`src/spfe_regs.vh`:
```
/*
 * Constants for the serial flash front end: byte framing and lane layout.
 * Assumes inclusion by the front end modules only; definitions only.
 */
`ifndef SPFE_REGS_VH
`define SPFE_REGS_VH

// Bits per byte on the wire
`define SPFE_BYTE_W 8
// Bit counter width inside one byte
`define SPFE_CNT_W 3
// Last bit index of a byte in single mode
`define SPFE_CNT_LAST_SINGLE 3'h7
// Last pair index of a byte in dual mode
`define SPFE_CNT_LAST_DUAL 3'h3
// Synchroniser depth in flip-flops
`define SPFE_SYNC_STAGES 2

`endif

```
`src/spfe_sync.v`:
```
/*
 * Two-flop synchroniser with edge detection on the synchronised level.
 * Assumes an asynchronous pin input and the single core clock.
 */
`timescale 1ns/1ns
`default_nettype none

module spfe_sync
(
    // Clock and reset
    input wire i_core_clk,
    input wire i_rst_b,
    // Pin side
    input wire i_pin,
    input wire i_rst_val,
    // Core side
    output reg o_level,
    output reg o_rise,
    output reg o_fall
);

    reg meta;
    reg stable;

    // First flop feeds only the second; edges are taken after it
    // Reset to the pin's idle level so release gives no false edge
    always @(posedge i_core_clk)
    begin
        if (!i_rst_b)
        begin
            meta <= i_rst_val;
            stable <= i_rst_val;
            o_level <= i_rst_val;
            o_rise <= 1'b0;
            o_fall <= 1'b0;
        end
        else
        begin
            meta <= i_pin;
            stable <= meta;
            o_level <= stable;
            o_rise <= stable & ~o_level;
            o_fall <= ~stable & o_level;
        end
    end

endmodule

`default_nettype wire

```
`src/spfe_front_end.v`:
```
/*
 * Serial flash SPI front end: frames operations on chip select, shifts
 * command, address and data in on serial clock rises, shifts read data out
 * on falls, single or dual lane.
 * Assumes the serial clock is far slower than the core clock (several core
 * cycles per half period) and a command decoder on the user side.
 */
// Function
// Works with the serial clock idling low or high between operations.
// Only a falling chip select starts a new command sequence.
// A rising chip select ends the current command.
// Deselected: standby, not deep power-down, serial output undriven.
// Deselected: the serial input is ignored, no bits captured.
// Self-timed program or erase finishes before standby is entered.
// Opcode, address and write data sampled on serial clock rises.
// Output data bit changes on serial clock falls.
// Dual read drives both lanes, two bits per falling edge.
// Most significant bit first; lane 1 carries the higher bit.
// Chip select rise drops partial bytes and returns shifters to idle.
`timescale 1ns/1ns
`default_nettype none
`include "spfe_regs.vh"

module spfe_front_end
(
    // Clock and reset
    input wire i_core_clk,
    input wire i_rst_b,
    // Serial pins (asynchronous)
    input wire i_cs_b,
    input wire i_sck,
    input wire i_dual_io_lane0,
    input wire i_dual_io_lane1,
    output reg o_dual_io_lane0,
    output reg o_dual_io_lane0_oe,
    output reg o_dual_io_lane1,
    output reg o_dual_io_lane1_oe,
    // Framing towards the command decoder
    output reg o_cmd_start,
    output reg o_cmd_end,
    output reg o_selected,
    // Received bytes
    output reg [`SPFE_BYTE_W-1:0] o_rx_byte,
    output reg o_rx_valid,
    // Transmit bytes
    input wire i_tx_en,
    input wire i_tx_dual,
    input wire [`SPFE_BYTE_W-1:0] i_tx_byte,
    output reg o_tx_take,
    // Self-timed operation status and power state
    input wire i_busy,
    output reg o_standby
);

    localparam [1:0] ST_IDLE = 2'b01;
    localparam [1:0] ST_SEL = 2'b10;

    reg [1:0] state;
    reg [`SPFE_BYTE_W-1:0] rx_sr;
    reg [`SPFE_CNT_W-1:0] rx_cnt;
    reg [`SPFE_BYTE_W-1:0] tx_sr;
    reg [`SPFE_CNT_W-1:0] tx_cnt;
    reg tx_dual;

    wire cs_level;
    wire cs_rise;
    wire cs_fall;
    wire sck_rise;
    wire sck_fall;
    wire si_level;
    wire lane1_level;

    // Pins pass three flops; all share the same latency so data aligns with edges
    spfe_sync u_cs
    (
        .i_core_clk(i_core_clk),
        .i_rst_b(i_rst_b),
        .i_pin(i_cs_b),
        .i_rst_val(1'b1),
        .o_level(cs_level),
        .o_rise(cs_rise),
        .o_fall(cs_fall)
    );

    spfe_sync u_sck
    (
        .i_core_clk(i_core_clk),
        .i_rst_b(i_rst_b),
        .i_pin(i_sck),
        .i_rst_val(1'b0),
        .o_level(),
        .o_rise(sck_rise),
        .o_fall(sck_fall)
    );

    spfe_sync u_si
    (
        .i_core_clk(i_core_clk),
        .i_rst_b(i_rst_b),
        .i_pin(i_dual_io_lane0),
        .i_rst_val(1'b0),
        .o_level(si_level),
        .o_rise(),
        .o_fall()
    );

    // Lane 1 is only an input in dual-input writes, unused here
    spfe_sync u_lane1
    (
        .i_core_clk(i_core_clk),
        .i_rst_b(i_rst_b),
        .i_pin(i_dual_io_lane1),
        .i_rst_val(1'b0),
        .o_level(lane1_level),
        .o_rise(),
        .o_fall()
    );

    wire unused_lane1;
    assign unused_lane1 = lane1_level ^ cs_level;

    // Framing state; edge of select only, never its level, opens a frame
    always @(posedge i_core_clk)
    begin
        if (!i_rst_b)
        begin
            state <= ST_IDLE;
            o_cmd_start <= 1'b0;
            o_cmd_end <= 1'b0;
        end
        else
        begin
            o_cmd_start <= 1'b0;
            o_cmd_end <= 1'b0;
            case (state)
                ST_IDLE:
                begin
                    if (cs_fall)
                    begin
                        state <= ST_SEL;
                        o_cmd_start <= 1'b1;
                    end
                end
                ST_SEL:
                begin
                    if (cs_rise)
                    begin
                        state <= ST_IDLE;
                        o_cmd_end <= 1'b1;
                    end
                end
                default:
                begin
                    state <= ST_IDLE;
                end
            endcase
        end
    end

    // Receive shifter; rises only count while selected and not driving lane 0
    // Clock idle level is irrelevant: only edges inside the frame act
    always @(posedge i_core_clk)
    begin
        if (!i_rst_b)
        begin
            rx_sr <= {`SPFE_BYTE_W{1'b0}};
            rx_cnt <= {`SPFE_CNT_W{1'b0}};
            o_rx_byte <= {`SPFE_BYTE_W{1'b0}};
            o_rx_valid <= 1'b0;
        end
        else
        begin
            o_rx_valid <= 1'b0;
            if (state != ST_SEL || cs_rise)
            begin
                rx_sr <= {`SPFE_BYTE_W{1'b0}};
                rx_cnt <= {`SPFE_CNT_W{1'b0}};
            end
            else if (sck_rise && !o_dual_io_lane0_oe)
            begin
                rx_sr <= {rx_sr[`SPFE_BYTE_W-2:0], si_level};
                rx_cnt <= rx_cnt + 3'h1;
                if (rx_cnt == `SPFE_CNT_LAST_SINGLE)
                begin
                    o_rx_byte <= {rx_sr[`SPFE_BYTE_W-2:0], si_level};
                    o_rx_valid <= 1'b1;
                end
            end
        end
    end

    // Transmit shifter; a byte is fetched on the fall that needs its first bit
    always @(posedge i_core_clk)
    begin
        if (!i_rst_b)
        begin
            tx_sr <= {`SPFE_BYTE_W{1'b0}};
            tx_cnt <= {`SPFE_CNT_W{1'b0}};
            tx_dual <= 1'b0;
            o_tx_take <= 1'b0;
            o_dual_io_lane0 <= 1'b0;
            o_dual_io_lane1 <= 1'b0;
        end
        else
        begin
            o_tx_take <= 1'b0;
            if (state != ST_SEL || cs_rise || !i_tx_en)
            begin
                tx_cnt <= {`SPFE_CNT_W{1'b0}};
                tx_dual <= 1'b0;
            end
            else if (sck_fall)
            begin
                if (tx_cnt == 3'h0)
                begin
                    o_tx_take <= 1'b1;
                    tx_dual <= i_tx_dual;
                    if (i_tx_dual)
                    begin
                        o_dual_io_lane1 <= i_tx_byte[7];
                        o_dual_io_lane0 <= i_tx_byte[6];
                        tx_sr <= {i_tx_byte[5:0], 2'b00};
                    end
                    else
                    begin
                        o_dual_io_lane1 <= i_tx_byte[7];
                        tx_sr <= {i_tx_byte[6:0], 1'b0};
                    end
                    tx_cnt <= 3'h1;
                end
                else if (tx_dual)
                begin
                    o_dual_io_lane1 <= tx_sr[7];
                    o_dual_io_lane0 <= tx_sr[6];
                    tx_sr <= {tx_sr[5:0], 2'b00};
                    if (tx_cnt == `SPFE_CNT_LAST_DUAL)
                        tx_cnt <= 3'h0;
                    else
                        tx_cnt <= tx_cnt + 3'h1;
                end
                else
                begin
                    o_dual_io_lane1 <= tx_sr[7];
                    tx_sr <= {tx_sr[6:0], 1'b0};
                    tx_cnt <= tx_cnt + 3'h1; // Wraps to 0 after bit 7
                end
            end
        end
    end

    // Enables and power state; standby waits for self-timed work to end
    always @(posedge i_core_clk)
    begin
        if (!i_rst_b)
        begin
            o_dual_io_lane1_oe <= 1'b0;
            o_dual_io_lane0_oe <= 1'b0;
            o_selected <= 1'b0;
            o_standby <= 1'b1;
        end
        else
        begin
            o_selected <= (state == ST_SEL) && !cs_rise;
            o_dual_io_lane1_oe <= (state == ST_SEL) && !cs_rise && i_tx_en;
            o_dual_io_lane0_oe <= (state == ST_SEL) && !cs_rise && i_tx_en
                                  && i_tx_dual;
            o_standby <= (state == ST_IDLE) && !i_busy;
        end
    end

endmodule

`default_nettype wire

```
`config.mk`:
```
export PLATFORM = sky130hd
export DESIGN_NAME = spfe_front_end
export DESIGN_NICKNAME = d
export VERILOG_FILES = /design/src/spfe_sync.v /design/src/spfe_front_end.v
export VERILOG_INCLUDE_DIRS = /design/src
export SDC_FILE = /design/constraint.sdc
export NUM_CORES = 1
export LEC_CHECK = 0
export BUFFER_PORTS_ARGS = -buffer_cell sky130_fd_sc_hd__buf_2
export CORE_ASPECT_RATIO = 0.7
export CORE_MARGIN = 2
export CORE_UTILIZATION = 55
export CTS_BUF_LIST = sky130_fd_sc_hd__clkbuf_16
export CTS_CLUSTER_DIAMETER = 40
export CTS_CLUSTER_SIZE = 8
export DETAILED_ROUTE_END_ITERATION = 8
export GPL_ROUTABILITY_DRIVEN = 0
export PLACE_DENSITY = 0.78
export SYNTH_ARGS = -nofsm -noshare
export SYNTH_HDL_FRONTEND = slang
export SYNTH_HIERARCHICAL = 1
export SYNTH_SLANG_ARGS = --single-unit
```
`constraint.sdc`:
```
create_clock -name i_core_clk -period 1.8 [get_ports i_core_clk]
set_input_delay 0.09 -clock i_core_clk [delete_from_list [all_inputs] [get_ports i_core_clk]]
set_output_delay 0.09 -clock i_core_clk [all_outputs]
set_load 0.05 [all_outputs]
```
=== Yosys cells after proc, flatten, opt, wreduce, memory -nomap -nowiden ===
Cells that the tools add are included.

* Word-level logic and storage cells: 94
* Output and inout port bits: 18
* Bits in registers: 55

* Bitwise logic cells: 13
* Mux-type cells: 17
* Add/sub/neg operators: 2
* Eq/ne operators: 8
* Reduce and logical (&&, ||, !) cells: 24

{| class="wikitable"
|+ Operator list
! kind !! count
|-
| $mux W8 || 3
|-
| $reduce_and A2 Y1 || 5
|-
| $mux W3 || 3
|-
| $not A1 Y1 || 9
|-
| $mux W1 || 8
|-
| $add A3 B1 Y3 const B || 2
|-
| $reduce_or A3 Y1 || 2
|-
| $logic_and A1 B1 Y1 || 5
|-
| $and A1 B1 Y1 || 4
|-
| $logic_not A1 Y1 || 4
|-
| $mux W2 || 2
|-
| $ne A2 B1 Y1 const B || 2
|-
| $ne A2 B2 Y1 const B || 2
|-
| $pmux W2 S2 || 1
|-
| $reduce_and A4 Y1 || 1
|-
| $reduce_or A2 Y1 || 2
|-
| $eq A3 B2 Y1 const B || 1
|-
| $eq A3 B3 Y1 const B || 1
|-
| $logic_not A3 Y1 || 1
|-
| $reduce_and A3 Y1 || 1
|-
| $eq A2 B1 Y1 const B || 1
|-
| $eq A2 B2 Y1 const B || 1
|-
| $logic_or A1 B1 Y1 || 2
|-
| $reduce_bool A2 Y1 || 1
|}

=== Longest topological paths before layout ===
Gate-level depths: netlist of the first run.

* Depth after elaboration: 5
* Gate-level depth with buffers: 7
* Mapped depth without buffers: 6

=== Hierarchy ===
Netlist of the first run, hierarchy kept.

{| class="wikitable"
|+ By module, submodules not included
! module !! area each (µm²) !! instances !! cells each
|-
| spfe_front_end || 1,761.7 || 1 || 195
|-
| spfe_sync || 153.9 || 3 || 10
|}

=== Least setup slack after synthesis of the first run ===
OpenSTA, ideal clock, no wires.

* Kind: reg-to-reg
* Start: register tx_cnt[0]
* End: register o_dual_io_lane0
* Arrival time: 1.366 ns
* Buffers on the path: 1
* Stages on the path, launching flop included: 8
* Clock period less this slack: 1.498 ns
* Slack: 0.302 ns
* Required time: 1.668 ns
* Cells stage by stage: dfxtp_1 > inv_1 > ha_1 > nor2b_2 > buf_6 > mux2_4 > a21oi_1 > a311oi_2

* Cells in the longest elaborated chain, start to end: 3
* Elaborated cells on any way between the ends: 5

{| class="wikitable"
|+ Ends and longest elaborated chain
! what !! RTL line !! RTL
|-
| start, declared || spfe_front_end.v:62 || <nowiki>reg [`SPFE_CNT_W-1:0] tx_cnt;</nowiki>
|-
| start signal, assigned || spfe_front_end.v:198 || <nowiki>tx_cnt <= {`SPFE_CNT_W{1'b0}};</nowiki>
|-
| start signal, assigned || spfe_front_end.v:209 || <nowiki>tx_cnt <= {`SPFE_CNT_W{1'b0}};</nowiki>
|-
| start signal, assigned || spfe_front_end.v:239 || <nowiki>tx_cnt <= tx_cnt + 3'h1;</nowiki>
|-
| $logic_not A3 Y1 (*) || spfe_front_end.v:214 || <nowiki>if (tx_cnt == 3'h0)</nowiki>
|-
| $ne A2 B2 Y1 (no line) or $reduce_bool A2 Y1 (tied branches) || -- ||
|-
| $reduce_and A4 Y1 (no line) || -- ||
|-
| end signal, assigned || spfe_front_end.v:221 || <nowiki>o_dual_io_lane0 <= i_tx_byte[6];</nowiki>
|-
| end signal, assigned || spfe_front_end.v:234 || <nowiki>o_dual_io_lane0 <= tx_sr[6];</nowiki>
|-
| end, declared || spfe_front_end.v:34 || <nowiki>output reg o_dual_io_lane0,</nowiki>
|}

Mark *: on every way between the ends. The rest lies on a longest branch, timed or not.
A chain may end at the register's enable or synchronous reset.

=== Worst setup path in the final report of the first run ===
Same ends and word-level chain as after synthesis.

==> results.sh, run 1 <==
export IMPL_syn_area_mm2=0.00216
export IMPL_comb_power_share_pct=5.5
export IMPL_dieArea_mm2=0.00446
export IMPL_r2r_start="tx_cnt[0]$_SDFFE_PP0P_"
export IMPL_switchingPower_uw=456
export IMPL_crit_required_ns=1.95
export IMPL_num_fill_cells=338
export IMPL_io_buffers=33
export IMPL_leakage_uw=0.00115
export IMPL_finalMaxSlewViolations=0
export IMPL_cts_tree="built"
export IMPL_routed_via_density=5.12
export IMPL_die_x_um=79.0
export IMPL_grt_start_max_net_pins=16
export IMPL_coreArea_mm2=0.00385
export IMPL_clock_latency_ns=0.28
export IMPL_critPathLaunchType="flip-flop"
export IMPL_max_freq_mhz=684
export IMPL_area_delta_synth_final_pct=15.6
export IMPL_maxCapViolations=0
export IMPL_seq_power_share_pct=55.4
export IMPL_synthCells=221
export IMPL_critPathTopFamily="flip-flops"
export IMPL_grt_usage_pct=18.6
export IMPL_yosysWarnings=6
export IMPL_slowest_delay_ns=0.34
export IMPL_critical_path_class="reg2reg"
export IMPL_dpl_worst_slack_ns=0.351
export IMPL_ff2ff_setup_slack_ns=0.34
export IMPL_numCtsBuffers=5
export IMPL_cts_root_buf="clkbuf_16"
export IMPL_multi_input_area_um2=992
export IMPL_p_per_area_mw_per_mm2=894
export IMPL_grt_first_pass_wirelength_mm=6.38
export IMPL_r2r_end="o_dual_io_lane0$_SDFFE_PN0P_"
export IMPL_post_cts_buffers=0
export IMPL_antenna_found_initial=0
export IMPL_ctsHoldBuffers=0
export IMPL_ir_worst_vdd_mv=0.526
export IMPL_clkSinkCount=54
export IMPL_cp_arrival_ns=1.62
export IMPL_seqCellArea_mm2=0.00108
export IMPL_num_io_pins=35
export IMPL_finalHoldViolations=0
export IMPL_first_iter_violations=58
export IMPL_clockBufferDepth=2
export IMPL_dp_hpwl_mm=2.62
export IMPL_setup_violations=0
export IMPL_diodes=0
export IMPL_critical_path_endpoint="o_dual_io_lane0$_SDFFE_PN0P_"
export IMPL_fin_total_pwr_uw=2230
export IMPL_rr_worst_depth=6
export IMPL_htreeDepth=2
export IMPL_nNetsFinal=281
export IMPL_hold_class="in2reg"
export IMPL_rsz0062_at_grt="false"
export IMPL_p_int_uw=1780
export IMPL_drc_errors=0
export IMPL_fin_skew_ns=0.00189
export IMPL_routedWlPerCell_um=12.3
export IMPL_critPathMaxFanout=3
export IMPL_start_util_pct=56.2
export IMPL_die_y_um=56.5
export IMPL_status="complete, no violations"
export IMPL_setup_slack_ns=0.337
export IMPL_grt_pass1_vias=1457
export IMPL_tns_ns=0
export IMPL_drive_above_1_share_pct=25.4
export IMPL_rows=19
export IMPL_overflow=0
export IMPL_routed_wl_mm=3.84
export IMPL_p_clk_share_pct=39.1
export IMPL_dr_total_vias=1598
export IMPL_clkSlewWorstSetupHoldPaths_ns=0.06
export IMPL_antenna_left=0
export IMPL_cp_depth=6
export IMPL_finalCriticalPeriod_ns=1.46
export IMPL_endpoint_kind="flip-flop"
export IMPL_slowest_stage="dfxtp_1"
export IMPL_critPathLaunch="tx_cnt[0]$_SDFFE_PP0P_"
export IMPL_sw_frac_of_total_pct=20.4
export IMPL_crit_path_cell_trace="inv_1 -> ha_1 -> nor2b_2 -> mux2_4 -> a21oi_1 -> a311oi_2"
export IMPL_layout_worst_path_cycle_share_pct=81.3
export IMPL_cts_resized=0
export IMPL_drt_pass1_iter_count=4
export IMPL_crit_buf_inv=1
export IMPL_avgSynthCellArea_um2=9.79
==> power groups by stage <==
stage                     sequential (uW)  combinational, uW  clock (uW)
after floorplan                      1270               79.8           0
after global placement               1260                120           0
after detailed placement             1260                121           0
after CTS                            1240                124         897
after global routing                 1240                137         947
final                                1240                124         874
==> sequential cells by signal (all words and copies together) (netlist names), 2 cells and up <==
name and count:
o_rx_byte 8, rx_cnt 3, rx_sr 7, state 2, tx_cnt 3, tx_sr 7
==> area by class of cell <==
type	count	share of cell area [%]
Inverter	9	1.35
Tap cell	52	2.60
Clock buffer	5	5.01
Multi-Input combinational cell	153	39.7
Clock inverter	2	0.300
Sequential cell	54	43.2
Timing Repair Buffer	37	7.81
==> worst min path at each step <==
stage / from / to / slack [ns] / cells after the start
2_1_floorplan: i_busy / o_standby$_SDFF_PN1_ / 0.20 / 1
3_3_place_gp: i_busy / o_standby$_SDFF_PN1_ / 0.30 / 2
3_5_place_dp: i_busy / o_standby$_SDFF_PN1_ / 0.30 / 2
4_1_cts: i_busy / o_standby$_SDFF_PN1_ / 0.006 / 2
5_1_grt: i_busy / o_standby$_SDFF_PN1_ / 0.01 / 2
6_report: i_busy / o_standby$_SDFF_PN1_ / 0.008 / 2
==> routing by layer <==
| layer | up-vias | global-route usage, % | routed length, um |
|---|---|---|---|
| met5 | - | 0 | 0 |
| met4 | 0 | 6.65 | 55 |
| met3 | 6 | 6.91 | 172 |
| met2 | 33 | 30.1 | 1720 |
| met1 | 739 | 22.9 | 1890 |
| li1 | 820 | - | - |
==> per-stage QoR <==
| step | hold WS (ns) | cell area, um^2 | utilization, % | std cells |
|---|---|---|---|---|
| after floorplan | 0.202 | 2190 | - | 228 |
| after global placement | 0.295 | 2370 | 61.5 | 305 |
| after detailed placement | 0.305 | 2370 | 61.5 | 305 |
| after CTS | 0.00627 | 2500 | 64.9 | 312 |
| after global routing | 0.0131 | 2500 | 64.9 | 312 |
| final | 0.00811 | 2500 | 64.9 | 312 |
==> cell usage in the layout (no fill, tap or decap), types with 3 or more instances in the layout <==
cell type	count
nor2_1	19
nand2_1	29
a21oi_1	22
dfxtp_1	54
o21ai_0	3
mux2_2	14
and3b_2	4
buf_4	4
o22ai_1	6
buf_2	33
clkbuf_16	5
inv_1	11
conb_1	9
mux2i_1	15
nand2b_1	4
ha_1	4
==> worst reg2reg max path: stages, from the launching register on <==
cell	delay [ns]
dfxtp_1	0.34
inv_1	0.06
ha_1	0.21
nor2b_2	0.17
mux2_4	0.31
a21oi_1	0.18
a311oi_2	0.06
(Power assumes the default switching activity.)
==> inputs of run 2 (changes only) <==
- clock period: 1.8 -> 1.41 ns (I/O delays scaled with it)
==> run 2 against run 1 <==
  * Sequential power up 27%
  * Die area did not move
  * Non-clock buffer count rose by 6
  * Wire length increased by 1.5%
  * First-iteration DRC count grew 71%
  * Register-to-register slack got worse by 0.30 ns
  * Clock-buffer cell count stayed put
  * Global-route usage shrank 0.082 points
  * Power is 38% higher
  * Critical path type unchanged
  * Critical endpoint unchanged
  * Highest routed layer unchanged
==> results.sh, run 2 (same netlist as run 1, synthesis figures left out) <==
export IMPL_routedWlPerCell_um=12.2
export IMPL_area_delta_synth_final_pct=21.8
export IMPL_drt_pass1_iter_count=4
export IMPL_critPathLaunchType="flip-flop"
export IMPL_io_buffers=33
export IMPL_hold_path_depth=2
export IMPL_hold_class="in2reg"
export IMPL_whs_endpoint="u_si/meta$_DFF_P_"
export IMPL_drc_errors=0
export IMPL_clock_latency_ns=0.29
export IMPL_post_route_util_pct=68.4
export IMPL_setup_violations=0
export IMPL_largest_register_ffs=8
export IMPL_clkSinkCount=54
export IMPL_critPathMaxFanout=3
export IMPL_seqCellArea_mm2=0.00109
export IMPL_die_x_um=79.0
export IMPL_start_util_pct=56.2
export IMPL_fin_total_pwr_uw=3090
export IMPL_ff2ff_setup_slack_ns=0.04
export IMPL_crit_buf_inv=1
export IMPL_num_fill_cells=325
export IMPL_status="complete, no violations"
export IMPL_nNetsFinal=287
export IMPL_mostFrequentLayoutCells="dfxtp_1 (49), buf_2 (33), nand2_1 (29), a21oi_1 (21), nor2_1 (19)"
export IMPL_rows=19
export IMPL_fin_skew_ns=0.00503
export IMPL_layout_worst_path_cycle_share_pct=97.5
export IMPL_routed_wl_mm=3.90
export IMPL_slowest_stage="mux2_4"
export IMPL_leakage_uw=0.00120
export IMPL_htreeDepth=2
export IMPL_drive_above_1_share_pct=31.8
export IMPL_maxCapViolations=0
export IMPL_dr_total_vias=1606
export IMPL_registers_top_by_ff_count="o_rx_byte"
export IMPL_p_per_area_mw_per_mm2=1170
export IMPL_clkSlewWorstSetupHoldPaths_ns=0.06
export IMPL_overflow=0
export IMPL_diodes=0
export IMPL_multi_input_area_mm2=0.00103
export IMPL_routed_via_density=5.03
export IMPL_reg_top3="o_rx_byte (8), rx_sr (7), tx_sr (7)"
export IMPL_grt_pass1_vias=1479
export IMPL_cts_tree="built"
export IMPL_numCtsBuffers=5
export IMPL_slowest_delay_ns=0.34
export IMPL_cp_depth=5
export IMPL_max_freq_mhz=727
export IMPL_dieArea_mm2=0.00446
export IMPL_critPathTopFamily="multiplexers"
export IMPL_grt_first_pass_wirelength_mm=6.38
export IMPL_grt_usage_pct=18.6
export IMPL_finalCriticalPeriod_ns=1.37
export IMPL_critical_path_class="reg2reg"
export IMPL_ir_worst_vdd_mv=0.688
export IMPL_endpoint_kind="flip-flop"
export IMPL_cp_arrival_ns=1.58
export IMPL_die_y_um=56.5
export IMPL_coreArea_mm2=0.00385
export IMPL_finalMaxSlewViolations=0
export IMPL_r2r_start="tx_cnt[1]$_SDFFE_PP0P_"
export IMPL_grt_start_max_net_pins=20
export IMPL_crit_required_ns=1.61
export IMPL_antenna_left=0
export IMPL_rsz0062_at_grt="true"
export IMPL_r2r_end="o_dual_io_lane0$_SDFFE_PN0P_"
export IMPL_crit_path_cell_trace="inv_2 -> ha_4 -> nor2b_4 -> mux2_4 -> a311oi_2"
export IMPL_antenna_found_initial=0
export IMPL_finalHoldViolations=0
export IMPL_final_common_cell="dfxtp_1"
export IMPL_cts_root_buf="clkbuf_16"
export IMPL_dp_hpwl_mm=2.71
export IMPL_worstHoldStart="i_dual_io_lane0"
export IMPL_clockBufferDepth=2
export IMPL_first_iter_violations=99
export IMPL_rr_worst_depth=5
export IMPL_num_io_pins=35
-- run 2: cell count changes in the layout (fill, tap and decap cells not counted), moves of 2 or more --
cell	change
buf_4	+4
inv_1	-4
ha_1	-3
dfxtp_1	-5
dfxtp_2	+5
clkinv_2	+2
ha_2	+2
inv_2	+2
-- run 2: worst max path at each step --
stage	start	end	slack, ns
2_1_floorplan	tx_cnt[0]$_SDFFE_PP0P_	o_dual_io_lane0$_SDFFE_PN0P_	-0.005
3_3_place_gp	tx_cnt[0]$_SDFFE_PP0P_	o_dual_io_lane0$_SDFFE_PN0P_	0.02
3_5_place_dp	tx_cnt[0]$_SDFFE_PP0P_	o_dual_io_lane0$_SDFFE_PN0P_	-0.001
4_1_cts	tx_cnt[0]$_SDFFE_PP0P_	tx_sr[2]$_SDFFE_PN0P_	0.002
5_1_grt	tx_cnt[0]$_SDFFE_PP0P_	o_dual_io_lane0$_SDFFE_PN0P_	-0.03
6_report	tx_cnt[1]$_SDFFE_PP0P_	o_dual_io_lane0$_SDFFE_PN0P_	0.04
-- run 2: cell type report --
| cell class | count | area share [%] |
|---|---|---|
| flip-flops and latches | 54 | 41.3 |
| multi-input cells | 153 | 39.0 |
| repair buffers | 43 | 9.69 |
| clock buffers | 5 | 4.75 |
| well taps | 52 | 2.47 |
| clock inverters | 3 | 1.52 |
| inverters | 9 | 1.28 |
-- run 2: report_power, final --
group          internal [uW]  switching, uW  leakage [uW]  total (uW)
Clock                    831            520     0.0000836        1350
Combinational           77.6           87.4      0.000677         165
Sequential              1560           14.9      0.000442        1580
Total                   2470            622       0.00120        3090
-- run 2: metal layers --
metal	wire length (um)	up-vias	part of all wire, %	track usage [%]
met5	0	-	0	0
met3	129	8	3.3	5.79
met4	57	0	1.5	7.88
met1	1920	735	49	23.5
met2	1790	32	46	29.3
li1	-	831	-	-
-- run 2: repair_timing --
action | in CTS | in global routing
pin swaps | 0 | 2
resized for setup | 1 | 10
buffers inserted | 0 | 1
endpoints found under the setup margin | 1 | 14
endpoints found under the hold margin | 1 | 0
hold buffers | 1 | 0
-- run 2: per-stage QoR --
stage          hold slack [ns]  worst slack (ns)  instance area, um^2  instances   TNS, ns
3_5_place_dp             0.281          -0.00133                 2420        309  -0.00133
4_1_cts                0.00596           0.00164                 2600        318         0
5_1_grt                0.00593           -0.0327                 2640        319   -0.0572
3_3_place_gp             0.275            0.0249                 2420        309         0
2_1_floorplan            0.183          -0.00483                 2200        228  -0.00483
6_report                0.0101            0.0351                 2640        319         0
